## config.mk

```make
export PLATFORM = sky130hd
export DESIGN_NAME = status_command_irq_regs
export DESIGN_NICKNAME = d
export VERILOG_FILES = /design/src/include/scir_pkg.sv /design/src/hdl/periodic_timer.sv /design/src/hdl/irq_status_bits.sv /design/src/hdl/status_command_irq_regs.sv
export SDC_FILE = /design/constraint.sdc
export NUM_CORES = 1
export LEC_CHECK = 0
export BUFFER_PORTS_ARGS = -buffer_cell sky130_fd_sc_hd__buf_2
export CAP_MARGIN = 10
export CORE_MARGIN = 2
export CORE_UTILIZATION = 35
export DETAILED_ROUTE_END_ITERATION = 12
export PLACE_DENSITY = 0.55
export SYNTH_ARGS = -nofsm -noshare
export SYNTH_HDL_FRONTEND = slang
export SYNTH_SLANG_ARGS = --single-unit
```

## constraint.sdc

```tcl
create_clock -name clk_i -period 1.9 [get_ports clk_i]
set_clock_uncertainty 0.15 [all_clocks]
set_input_delay 0.19 -clock clk_i [delete_from_list [all_inputs] [get_ports clk_i]]
set_output_delay 0.19 -clock clk_i [all_outputs]
set_load 0.03 [all_outputs]
```

## src/include/scir_pkg.sv

```systemverilog
package scir_pkg;

    // Register addresses on the four-bit host address bus.
    localparam logic [3:0] ADDR_TIMER  = 4'hC;
    localparam logic [3:0] ADDR_STATUS = 4'hD;
    localparam logic [3:0] ADDR_INTERRUPT_STATUS   = 4'hE;

    localparam logic [7:0] STATUS_RST = 8'h05;
    localparam logic [7:0] INTERRUPT_STATUS_RST   = 8'h00;

    // Status bit positions.
    localparam int ST_MEM_BUSY  = 7;
    localparam int ST_TIMER_RUN = 6;
    localparam int ST_PCM_SYNC  = 5;
    localparam int ST_MON_BUSY  = 4;
    localparam int ST_MON_ABORT = 3;
    localparam int ST_MF_ACCESS = 2;
    localparam int ST_MF_DIR    = 1;
    localparam int ST_MF_EMPTY  = 0;

    // Command bit positions.
    localparam int CMD_TIMER_START = 6;
    localparam int CMD_TIMER_IRQ   = 5;
    localparam int CMD_SIG_RESET   = 4;
    localparam int CMD_MON_HI      = 3;
    localparam int CMD_MON_LO      = 2;
    localparam int CMD_SEARCH      = 1;
    localparam int CMD_MON_RESET   = 0;

    // Interrupt status bit positions.
    localparam int IRQ_TIMER  = 7;
    localparam int IRQ_SIG    = 6;
    localparam int IRQ_MON    = 5;
    localparam int IRQ_ACTIVE = 4;
    localparam int IRQ_PCM    = 3;
    localparam int IRQ_SYNC   = 1;
    localparam int IRQ_OVFL   = 0;
    localparam logic [7:0] IRQ_LEVEL_BITS = 8'h40;
    localparam logic [7:0] IRQ_USED_BITS  = 8'hFB;

    // Timer base step and its length in clock cycles.
    localparam int CLK_PERIOD_PS  = 5000;
    localparam int TIMER_STEP_US  = 250;
    localparam int TIMER_STEP_CYC = TIMER_STEP_US * 1000000 / CLK_PERIOD_PS;

    // Cycles the signaling flag is forced low after a FIFO reset.
    localparam logic [1:0] SIG_RESET_HOLD = 2'h2;

    // Monitor command codes and expected byte counts.
    localparam logic [1:0] MON_IDLE   = 2'h0;
    localparam logic [1:0] MON_TX     = 2'h1;
    localparam logic [1:0] MON_TXRX   = 2'h2;
    localparam logic [1:0] MON_LINE   = 2'h3;
    localparam logic [4:0] MON_BYTES1  = 5'h01;
    localparam logic [4:0] MON_BYTES2  = 5'h02;
    localparam logic [4:0] MON_BYTES8  = 5'h08;
    localparam logic [4:0] MON_BYTES16 = 5'h10;
    localparam logic [4:0] MON_BYTESANY = 5'h00;

endpackage

```

## src/hdl/periodic_timer.sv

```systemverilog
`timescale 1ns/1ps
module periodic_timer #(
    parameter int STEP_CYC = scir_pkg::TIMER_STEP_CYC
) (
    input  wire logic       clk_i,      // System clock.
    input  wire logic       sys_rst_i,  // Synchronous reset.
    input  wire logic       start_i,    // Start pulse.
    input  wire logic       irq_en_i,   // Interrupt enable taken with start.
    input  wire logic       stop_i,     // Stop pulse.
    input  wire logic       mode_ok_i,  // Operating mode bit zero.
    input  wire logic [6:0] period_i,   // Final count value.
    output logic            running_o,  // Timer runs.
    output logic            expire_o    // Expiry pulse when enabled.
);

    typedef struct packed {
        logic        run;
        logic        irq_en;
        logic [31:0] step;
        logic [6:0]  count;
        logic        expire;
    } tmr_t;

    tmr_t tmr_r;
    tmr_t tmr_nxt;

    always_comb
    begin
        tmr_nxt        = tmr_r;
        tmr_nxt.expire = 1'b0;
        if (tmr_r.run)
        begin
            if (tmr_r.step == 32'(STEP_CYC - 1))
            begin
                tmr_nxt.step = '0;
                if (tmr_r.count == period_i)
                begin
                    tmr_nxt.count  = '0;
                    tmr_nxt.expire = tmr_r.irq_en;
                end
                else
                begin
                    tmr_nxt.count = tmr_r.count + 7'h01;
                end
            end
            else
            begin
                tmr_nxt.step = tmr_r.step + 32'h0000_0001;
            end
        end
        if (start_i)
        begin
            tmr_nxt.run    = 1'b1;
            tmr_nxt.irq_en = irq_en_i;
            tmr_nxt.step   = '0;
            tmr_nxt.count  = '0;
        end
        if (stop_i || !mode_ok_i)
        begin
            tmr_nxt.run    = 1'b0;
            tmr_nxt.expire = 1'b0;
        end
    end

    always_ff @(posedge clk_i)
    begin
        if (sys_rst_i)
        begin
            tmr_r <= '0;
        end
        else
        begin
            tmr_r <= tmr_nxt;
        end
    end

    assign running_o = tmr_r.run;
    assign expire_o  = tmr_r.expire;

endmodule

```

## src/hdl/irq_status_bits.sv

```systemverilog
`timescale 1ns/1ps
module irq_status_bits (
    input  wire logic       clk_i,      // System clock.
    input  wire logic       sys_rst_i,  // Synchronous reset.
    input  wire logic [7:0] set_i,      // Event pulses per bit.
    input  wire logic [7:0] level_i,    // Live level for level bits.
    input  wire logic [7:0] clr_i,      // Clear on read per bit.
    output logic      [7:0] flags_o     // Held flags.
);

    typedef struct packed {
        logic [7:0] flags;
    } flg_t;

    flg_t       flg_r;
    flg_t       flg_nxt;
    logic [7:0] bit_nxt;

    genvar b;
    generate
        for (b = 0; b < 8; b++)
        begin : g_bit
            if (scir_pkg::IRQ_LEVEL_BITS[b])
            begin : g_lvl
                assign bit_nxt[b] = level_i[b];
            end
            else if (scir_pkg::IRQ_USED_BITS[b])
            begin : g_sticky
                // A new event wins over a clear in the same cycle.
                assign bit_nxt[b] = set_i[b] |
                    (flg_r.flags[b] & ~clr_i[b]);
            end
            else
            begin : g_none
                assign bit_nxt[b] = 1'b0;
            end
        end
    endgenerate

    always_comb
    begin
        flg_nxt.flags = bit_nxt;
    end

    always_ff @(posedge clk_i)
    begin
        if (sys_rst_i)
        begin
            flg_r.flags <= scir_pkg::INTERRUPT_STATUS_RST;
        end
        else
        begin
            flg_r <= flg_nxt;
        end
    end

    assign flags_o = flg_r.flags;

endmodule

```

## src/hdl/status_command_irq_regs.sv

```systemverilog
`timescale 1ns/1ps
module status_command_irq_regs #(
    parameter int STEP_CYC = scir_pkg::TIMER_STEP_CYC
) (
    input  wire logic       clk_i,          // System clock.
    input  wire logic       sys_rst_i,      // Synchronous reset.
    input  wire logic [3:0] addr_i,         // Host register address.
    input  wire logic       wr_en_i,        // Host write strobe.
    input  wire logic       rd_en_i,        // Host read strobe.
    input  wire logic [7:0] wdata_i,        // Host write data.
    output logic      [7:0] rdata_o,        // Host read data.
    output logic            irq_o,          // Interrupt, active high.
    input  wire logic [7:0] irq_mask_i,     // Mask, 1 disables.
    input  wire logic       operating_mode_bit_zero_i, // Mode bit zero.
    input  wire logic       handshake_select_i,   // Handshake enabled.
    input  wire logic [7:0] subscriber_select_reg_i, // Slot select.
    input  wire logic [6:0] timer_period_value_i, // Timer final count.
    input  wire logic       memory_access_busy_i, // Memory access runs.
    input  wire logic       pcm_locked_i,         // Framing matches.
    input  wire logic       mon_busy_i,           // Transfer runs.
    input  wire logic       mon_aborted_i,        // Remote abort seen.
    input  wire logic       mon_fifo_access_ok_i, // FIFO accessible.
    input  wire logic       mon_fifo_direction_i, // 1 readable.
    input  wire logic       mon_fifo_empty_i,     // FIFO empty.
    input  wire logic       mon_done_i,           // Command done pulse.
    input  wire logic       sig_fifo_not_empty_i, // Valid entry held.
    input  wire logic       sync_chan_enabled_i,  // A sync channel on.
    input  wire logic       sync_window_open_i,   // Window opens pulse.
    input  wire logic       sync_window_missed_i, // Window missed pulse.
    input  wire logic       mx_valid_i,           // MX sample valid.
    input  wire logic [5:0] mx_slot_i,            // Slot of MX sample.
    input  wire logic       mx_bit_i,             // Received MX bit.
    output logic            sig_fifo_reset_o,     // FIFO clear pulse.
    output logic            mon_fifo_reset_o,     // FIFO clear pulse.
    output logic            mon_start_o,          // Transfer start pulse.
    output logic      [1:0] mon_cmd_o,            // Transfer code.
    output logic      [5:0] mon_slot_o,           // Addressed slot.
    output logic      [1:0] mon_variant_o,        // Upper select bits.
    output logic      [4:0] mon_expect_o,         // Bytes, 0 for any.
    output logic            mon_continuous_o,     // Continuous transmit.
    output logic            search_on_o,          // Search running.
    output logic      [5:0] active_channel_o,     // Found slot.
    output logic            timer_running_o       // Timer runs.
);

    typedef struct packed {
        logic [7:0] status;
        logic [7:0] rdata;
        logic       tstart;
        logic       tirq;
        logic       tstop;
        logic       sig_rst;
        logic [1:0] sig_hold;
        logic       mon_rst;
        logic       mon_start;
        logic [1:0] mon_cmd;
        logic [5:0] mon_slot;
        logic [1:0] mon_var;
        logic [4:0] mon_exp;
        logic       mon_cont;
        logic       search;
        logic [5:0] act_slot;
        logic       found;
        logic       pss_prev;
    } regs_t;

    regs_t      r_r;
    regs_t      r_nxt;
    logic       wr_cmd;
    logic       wr_timer;
    logic       rd_interrupt_status;
    logic       pcm_sync_state;
    logic       timer_expire;
    logic       timer_running;
    logic [7:0] flags;
    logic [7:0] interrupt_status_view;
    logic [7:0] irq_set;
    logic [7:0] irq_lvl;
    logic [7:0] irq_clr;

    assign wr_cmd   = wr_en_i && (addr_i == scir_pkg::ADDR_STATUS);
    assign wr_timer = wr_en_i && (addr_i == scir_pkg::ADDR_TIMER);
    assign rd_interrupt_status  = rd_en_i && (addr_i == scir_pkg::ADDR_INTERRUPT_STATUS);

    assign pcm_sync_state = pcm_locked_i && operating_mode_bit_zero_i;

    // Masked flags stay held and appear once unmasked; signaling shows always.
    assign interrupt_status_view = flags & (~irq_mask_i | scir_pkg::IRQ_LEVEL_BITS);

    always_comb
    begin
        irq_set = '0;
        irq_set[scir_pkg::IRQ_TIMER]  = timer_expire;
        irq_set[scir_pkg::IRQ_MON]    = mon_done_i;
        irq_set[scir_pkg::IRQ_ACTIVE] = r_r.found;
        irq_set[scir_pkg::IRQ_PCM]    = pcm_sync_state ^ r_r.pss_prev;
        irq_set[scir_pkg::IRQ_SYNC]   = sync_window_open_i &&
                                        sync_chan_enabled_i;
        irq_set[scir_pkg::IRQ_OVFL]   = sync_window_missed_i;
        irq_lvl = '0;
        irq_lvl[scir_pkg::IRQ_SIG] = sig_fifo_not_empty_i &&
                                     (r_r.sig_hold == 2'h0) &&
                                     !r_r.sig_rst;
        irq_clr = rd_interrupt_status ? (interrupt_status_view & ~scir_pkg::IRQ_LEVEL_BITS) : 8'h00;
    end

    always_comb
    begin
        r_nxt           = r_r;
        r_nxt.tstart    = 1'b0;
        r_nxt.tstop     = wr_timer;
        r_nxt.sig_rst   = 1'b0;
        r_nxt.mon_rst   = 1'b0;
        r_nxt.mon_start = 1'b0;
        r_nxt.found     = 1'b0;
        r_nxt.pss_prev  = pcm_sync_state;

        // Live status snapshot; reads never alter it.
        r_nxt.status[scir_pkg::ST_MEM_BUSY]  = memory_access_busy_i;
        r_nxt.status[scir_pkg::ST_TIMER_RUN] = timer_running;
        r_nxt.status[scir_pkg::ST_PCM_SYNC]  = pcm_sync_state;
        r_nxt.status[scir_pkg::ST_MON_BUSY]  = mon_busy_i;
        r_nxt.status[scir_pkg::ST_MON_ABORT] = mon_aborted_i;
        r_nxt.status[scir_pkg::ST_MF_ACCESS] = mon_fifo_access_ok_i;
        r_nxt.status[scir_pkg::ST_MF_DIR]    = mon_fifo_direction_i;
        r_nxt.status[scir_pkg::ST_MF_EMPTY]  = mon_fifo_empty_i;

        if (r_r.sig_hold != 2'h0)
        begin
            r_nxt.sig_hold = r_r.sig_hold - 2'h1;
        end

        if (rd_en_i)
        begin
            case (addr_i)
                scir_pkg::ADDR_STATUS: r_nxt.rdata = r_r.status;
                scir_pkg::ADDR_INTERRUPT_STATUS:   r_nxt.rdata = interrupt_status_view;
                default:               r_nxt.rdata = 8'h00;
            endcase
        end

        // Search: stop on first slot with MX low or when mode bit drops.
        if (r_r.search && mx_valid_i && !mx_bit_i)
        begin
            r_nxt.search   = 1'b0;
            r_nxt.act_slot = mx_slot_i;
            r_nxt.found    = 1'b1;
        end

        if (wr_cmd)
        begin
            if (wdata_i[scir_pkg::CMD_TIMER_START])
            begin
                r_nxt.tstart = 1'b1;
                r_nxt.tirq   = wdata_i[scir_pkg::CMD_TIMER_IRQ];
            end
            if (wdata_i[scir_pkg::CMD_SIG_RESET])
            begin
                r_nxt.sig_rst  = 1'b1;
                r_nxt.sig_hold = scir_pkg::SIG_RESET_HOLD;
            end
            if (wdata_i[scir_pkg::CMD_SEARCH])
            begin
                r_nxt.search = 1'b1;
            end
            if (wdata_i[scir_pkg::CMD_MON_HI:scir_pkg::CMD_MON_LO]
                != scir_pkg::MON_IDLE)
            begin
                r_nxt.mon_start = 1'b1;
                r_nxt.mon_cmd   =
                    wdata_i[scir_pkg::CMD_MON_HI:scir_pkg::CMD_MON_LO];
                r_nxt.mon_slot  = subscriber_select_reg_i[5:0];
                r_nxt.mon_var   = subscriber_select_reg_i[7:6];
                r_nxt.mon_cont  = 1'b0;
                r_nxt.mon_exp   = scir_pkg::MON_BYTESANY;
                case (wdata_i[scir_pkg::CMD_MON_HI:scir_pkg::CMD_MON_LO])
                    scir_pkg::MON_TX:
                    begin
                        r_nxt.mon_exp = scir_pkg::MON_BYTESANY;
                    end
                    scir_pkg::MON_TXRX:
                    begin
                        if (!handshake_select_i)
                        begin
                            r_nxt.mon_exp =
                                byte_count(subscriber_select_reg_i[7:6]);
                        end
                    end
                    scir_pkg::MON_LINE:
                    begin
                        if (handshake_select_i)
                        begin
                            r_nxt.mon_cont = 1'b1;
                        end
                        else
                        begin
                            r_nxt.mon_exp =
                                byte_count(subscriber_select_reg_i[7:6]);
                        end
                    end
                    default:
                    begin
                        r_nxt.mon_exp = scir_pkg::MON_BYTESANY;
                    end
                endcase
            end
            if (wdata_i[scir_pkg::CMD_MON_RESET])
            begin
                // Aborts any transfer; the search keeps running.
                r_nxt.mon_rst   = 1'b1;
                r_nxt.mon_start = 1'b0;
                r_nxt.mon_cmd   = scir_pkg::MON_IDLE;
            end
        end

        if (!operating_mode_bit_zero_i)
        begin
            r_nxt.search = 1'b0;
        end
    end

    function automatic logic [4:0] byte_count(input logic [1:0] sel);
        logic [4:0] n;
        case (sel)
            2'h0:    n = scir_pkg::MON_BYTES1;
            2'h1:    n = scir_pkg::MON_BYTES2;
            2'h2:    n = scir_pkg::MON_BYTES8;
            default: n = scir_pkg::MON_BYTES16;
        endcase
        return n;
    endfunction

    always_ff @(posedge clk_i)
    begin
        if (sys_rst_i)
        begin
            r_r          <= '0;
            r_r.status   <= scir_pkg::STATUS_RST;
        end
        else
        begin
            r_r <= r_nxt;
        end
    end

    periodic_timer #(
        .STEP_CYC (STEP_CYC)
    ) u_timer (
        .clk_i     (clk_i),
        .sys_rst_i (sys_rst_i),
        .start_i   (r_r.tstart),
        .irq_en_i  (r_r.tirq),
        .stop_i    (r_r.tstop),
        .mode_ok_i (operating_mode_bit_zero_i),
        .period_i  (timer_period_value_i),
        .running_o (timer_running),
        .expire_o  (timer_expire)
    );

    irq_status_bits u_flags (
        .clk_i     (clk_i),
        .sys_rst_i (sys_rst_i),
        .set_i     (irq_set),
        .level_i   (irq_lvl),
        .clr_i     (irq_clr),
        .flags_o   (flags)
    );

    assign irq_o            = |(flags & ~irq_mask_i);
    assign rdata_o          = r_r.rdata;
    assign sig_fifo_reset_o = r_r.sig_rst;
    assign mon_fifo_reset_o = r_r.mon_rst;
    assign mon_start_o      = r_r.mon_start;
    assign mon_cmd_o        = r_r.mon_cmd;
    assign mon_slot_o       = r_r.mon_slot;
    assign mon_variant_o    = r_r.mon_var;
    assign mon_expect_o     = r_r.mon_exp;
    assign mon_continuous_o = r_r.mon_cont;
    assign search_on_o      = r_r.search;
    assign active_channel_o = r_r.act_slot;
    assign timer_running_o  = timer_running;

endmodule

```

== Word level (Yosys, flattened, before mapping) ==
Cells that the tools add are included.

* Bits in registers: 99
* Input port bits: 61
* Output and inout bits: 36
* Word-level logic and storage cells: 111

* $add $sub $neg: 3
* Equal/unequal tests: 9
* Muxes and demuxes: 17
* Bitwise gates (word level): 27
* Reductions and logical operators: 30

{| class="wikitable"
|+ Operators by type and width
! cell !! count
|-
| $add 32x1->32 const B || 1
|-
| $eq 32x16->1 const B || 1
|-
| $mux 32 || 1
|-
| $mux 21 || 1
|-
| $mux 17 || 1
|-
| $and 8x8->8 || 2
|-
| $mux 8 || 2
|-
| $pmux 8 s2 || 1
|-
| $pmux 5 s3 || 1
|-
| $eq 4x4->1 const B || 3
|-
| $not 1->1 || 11
|-
| $mux 5 || 2
|-
| $reduce_or 2->1 || 5
|-
| $logic_and 1x1->1 || 9
|-
| $not 8->8 || 1
|-
| $reduce_and 2->1 || 4
|-
| $reduce_or 8->1 || 1
|-
| $add 7x1->7 const B || 1
|-
| $eq 7x7->1 || 1
|-
| $mux 7 || 1
|-
| $and 1x1->1 || 6
|-
| $eq 2x2->1 const B || 3
|-
| $or 1x1->1 || 6
|-
| $reduce_bool 2->1 || 3
|-
| 12 further kinds || 18
|}

== Longest topological paths before layout ==
* Depth after elaboration: 7
* Mapped depth: 7
* Depth with buffers taken out: 5

== Hierarchy ==
From an unflattened synthesis, not the netlist that was laid out.

* Cell total of the unflattened synthesis: 496
* Area, all modules: 4539.4 um2

{| class="wikitable"
|+ Modules (own cells, without submodules)
! module !! instances !! cells each !! area each (um2) !! seq. area each (um2)
|-
| status_command_irq_regs || 1 || 224 || 2154.6 || 940.9
|-
| periodic_timer || 1 || 244 || 2092.0 || 840.8
|-
| irq_status_bits || 1 || 28 || 292.8 || 140.1
|}

== Worst setup path after synthesis ==
OpenSTA, ideal clock, no wires.

* Kind: register to register
* From: reg u_timer.tmr_r, in the netlist u_timer.running_o
* To: reg u_timer.tmr_r[7] (netlist name)
* Arrival: 2.012 ns
* Path slack: -0.347 ns
* Cell stages (with the launch flop): 8
* Buffers on the path: 3
* Clock period less this slack: 2.247 ns
* Cells stage by stage: dfxtp_1 buf_2 and4_1 buf_4 nand4_2 buf_2 or4_1 a211oi_1

* Cells in the longest elaborated chain, start to end: 1

{| class="wikitable"
|+ RTL lines
! item !! RTL line !! text
|-
| start: declaration || periodic_timer.sv:24 || <nowiki>tmr_t tmr_r;</nowiki>
|-
| start signal: assignment || periodic_timer.sv:73 || <nowiki>tmr_r <= tmr_nxt;</nowiki>
|-
| $reduce_and 2->1 (no line) || -- ||
|}

Every way passes these cells.
A chain may end at the register's enable or synchronous reset.

== Final worst setup path ==
* From: reg u_timer.tmr_r[20] (netlist name)
* To: reg u_timer.tmr_r[3] (netlist name)

* Cells in the longest elaborated chain, start to end: 2

{| class="wikitable"
|+ RTL lines
! item !! RTL line !! text
|-
| $eq 32x16->1 || periodic_timer.sv:33 || <nowiki>if (tmr_r.step == 32'(STEP_CYC - 1))</nowiki>
|-
| $reduce_and 2->1 (no line) || -- ||
|}

Every way passes these cells.

==> impl_metrics.toml <==
[outcome]
status = "finished with violations"
violations = "setup timing"

[pwr]
intPower_uw = 3134
powerDensity_nw_per_um2 = 683.5
switching_share_pct = 22.98
combPwrFrac_pct = 6.6
switchingPower_uw = 934.8
ir_drop_uv = 418.4
seqPwrFrac_pct = 50.1
p_clk_share_pct = 43.3
p_leak_uw = 0.002510

[synth]
synth_area_um2 = 4247
yosysWarnings = 0
synth_xor_area_share_pct = 4.125
synth_flop_cell = "dfxtp_1"
synth_mux_area_share_pct = 4.007
avgSynthCellArea_um2 = 8.921
synthSimpleGateAreaFrac_pct = 24.43
synth-seq-area-share_pct = 45.26
synth_cells = 476
synth_seq_cells = 96
synth_edf_count = 0
synth-compound-area-share_pct = 13.11
ys_async_sr_fraction_pct = 0
synthDistinctLibCells = 45
synth-adder-area-share_pct = 0.5893
synth_top_family_by_area = "simple AND/OR/NAND/NOR gates"
syn_nets = 539

[critical_path]
slowest_stage = "or4_4"
crit_required_ps = 2010
rr_worst_depth = 6
worstPathCellList = "nor4_4 -> buf_4 -> nand4_4 -> buf_6 -> or4_4 -> a211oi_2"
max_stage_delay_ps = 470
path_depth = 6
cp-end-kind = "register"
crit_arrival_ps = 2080
worst-path-buf-inv = 2
cpLargestDelayFamily = "simple AND/OR/NAND/NOR gates"
cp_max_fo = 6
worst-setup-path-type = "reg -> reg"
crit_path_start_kind = "register"

[timing]
period_share_pct = 103.3
setup_ws_ps = -61.92
slew_violations = 0
hold_viol_final = 0
setup-violations-final = 6
min_period_ps = 1962
max_slew_margin_pct = 64.72
rsz0062_at_grt = "true"
hold_slack_ps = 21.21
worstMarginPinSlew_ps = 526.3
fmax_mhz = 509.7

[global_routing]
grt_pass1_vias = 3738
globalRouteOverflowTotal = 0
grt_pass1_wl_um = 17660
grt_max_degree = 34
antenna_found_initial = 0
grt_usage_pct = 16.97

[finish]
utilization_pct = 49.97
antennaDiodeCount = 0
area_growth_pct = 40.16
post-route-cell-area_um2 = 5952
nets = 689
drive_gt1_share_pct = 34.39
fin_cells = 778

[worst_hold_path]
hp-class = "in -> reg"
hold_depth = 3

[floorplanning]
start_util_pct = 35.65
die_height_um = 114.2
fp-row-count = 40
core_um2 = 11910
dieArea_um2 = 13030
die_x_um = 114.2
num_io_pins = 97

[placed_design]
hpwl_um = 7524
io_buffers = 93
place_inst = 716
place_congestion = 0.7667
dp_slack_ps = -172.9
post_dp_cell_area_um2 = 5044

[clock_network]
path_clk_slew_ps = 70
clockRootBuffer = "clkbuf_16"
clockBufferDepth = 2
insertion_delay_ps = 340
cts_made_buffers = 9
h-tree-depth = 3
cts_tree = "yes"
cts.sinks = 96

[drt]
drc_errors = 0
ant_nets = 0
wire_per_inst_um = 14.14
finalWirelength_um = 11000
first_pass_iters = 4
drtIter0Drc = 174
vias = 3908
avgViaCountPerCell = 5.023

[run]
cap_violations = 0
-- worst paths after layout --
path	endpoint	start	slack (ps)
min reg2reg	u_flags.flags_o[4]	irq_set[4]	270
min	search_on_o	mx_bit_i	20
max	u_timer.tmr_r[3]	u_timer.tmr_r[20]	-60
max reg2reg	u_timer.tmr_r[3]	u_timer.tmr_r[20]	-60
-- cell families after synthesis --
group	after synthesis
buffers and inverters	64
DFF	96
xor gates and xnor gates	20
AOI/OAI and AO/OA	89
other	1
muxes	17
and+or+nand+nor	187
adders and majority gates	2
-- metal layers --
metal  up-vias  global-route usage (%)  wire length (um)
li1       1988                       -                 -
met4         0                   6.829               150
met3        15                   2.912               409
met5         -                       0                 0
met1      1824                   22.52              5248
met2        81                   27.50              5190
-- per-stage QoR --
stage          setup TNS (ps)  power, uW
4_1_cts                -467.1       4103
6_report               -253.3       4068
5_1_grt                 -1006       4205
2_1_floorplan          -68.98       2189
3_5_place_dp            -1507       2292
3_3_place_gp           -781.4       2289
-- placed cells by master, fill, tap and decap left out, types with 2 or more instances in the layout --
cell type,synthesis,routed
buf_2,3,94
dfxtp_1,96,86
buf_4,30,54
nor2_1,46,46
dlygate4sd3_1,0,35
a21oi_1,35,30
nand2_1,28,27
o31ai_1,18,18
mux2i_1,17,17
o21ai_0,17,16
nand3_1,16,15
nor2b_1,13,13
or4_1,18,13
inv_1,11,11
xnor2_1,11,11
nand4_1,10,10
or3_1,9,9
xor2_1,9,9
clkbuf_16,0,9
dfxtp_2,0,9
and3_1,7,7
a222oi_1,7,7
buf_6,0,6
and2_1,6,5
or4_4,0,5
a21oi_2,0,5
nor4_4,0,4
nor3_1,4,3
and4_1,7,3
and4_4,0,3
or2_2,3,3
nand3b_1,3,3
a211oi_2,0,3
a211oi_1,6,3
buf_12,0,3
nor4_1,6,2
and4b_1,2,2
clkbuf_8,0,2
inv_6,0,2
clkinvlp_4,0,2
-- cell type report --
cell class | count | area (um2)
fill | 1139 | 5959
multi-input combinational | 316 | 2146
sequential | 96 | 1937
timing repair buffer | 192 | 1354
clock buffer | 11 | 252.7
tap | 147 | 183.9
inverter | 11 | 41.29
clock inverter | 5 | 37.54
-- power by group through the flow --
stage                     Combinational, uW  Clock (uW)  Sequential, uW
after floorplan                         106           0            2080
after global placement                  205           0            2080
after detailed placement                207           0            2080
after CTS                               265        1800            2040
after global routing                    292        1870            2040
final                                   267        1760            2040
-- tightest hold or removal path: cells and delay by family --
kind / cells / cell delay, ps
AO/OA/AOI/OAI: 2 / 210
buffers and inverters: 1 / 80
-- synthesized netlist by cell type, drive strengths merged (2+ instances only) --
cell type	number	area, um2
or2	3	18.77
o21ai	17	85.08
ha	2	25.02
nand3	16	80.08
dfxtp	96	1922
nand4	11	75.07
nor2b	13	81.33
mux2i	17	170.2
a211oi	6	45.04
buf	33	240.2
nor4	7	50.05
and2	7	43.80
or4b	2	20.02
xor2	9	78.83
xnor2	11	96.34
nand3b	3	22.52
clkbuf	20	75.07
nor2	46	172.7
and4	7	61.31
and4b	2	20.02
or3	9	56.30
o31ai	18	135.1
or4	18	135.1
inv	11	41.29
nor3	4	20.02
a21oi	35	175.2
and3	7	43.79
nand2	28	105.1
a222oi	7	70.07
-- state kept, by name, indices dropped and copies added, names as in the netlist, 2 cells and up --
signal,flops
u_timer.tmr_r,40
r_r,13
rdata_o,8
u_flags.flags_o,7
active_channel_o,6
mon_slot_o,6
mon_expect_o,4
mon_cmd_o,2
mon_variant_o,2
-- repair_timing --
item | CTS | global route
gates resized for setup | 22 | 26
hold buffers | 35 | 0
gates cloned | 0 | 1
hold endpoints to repair | 34 | 0
pin swaps | 5 | 9
endpoints found under the setup margin | 15 | 26
buffers inserted | 6 | 4
Power figures use the tool's default switching activity.
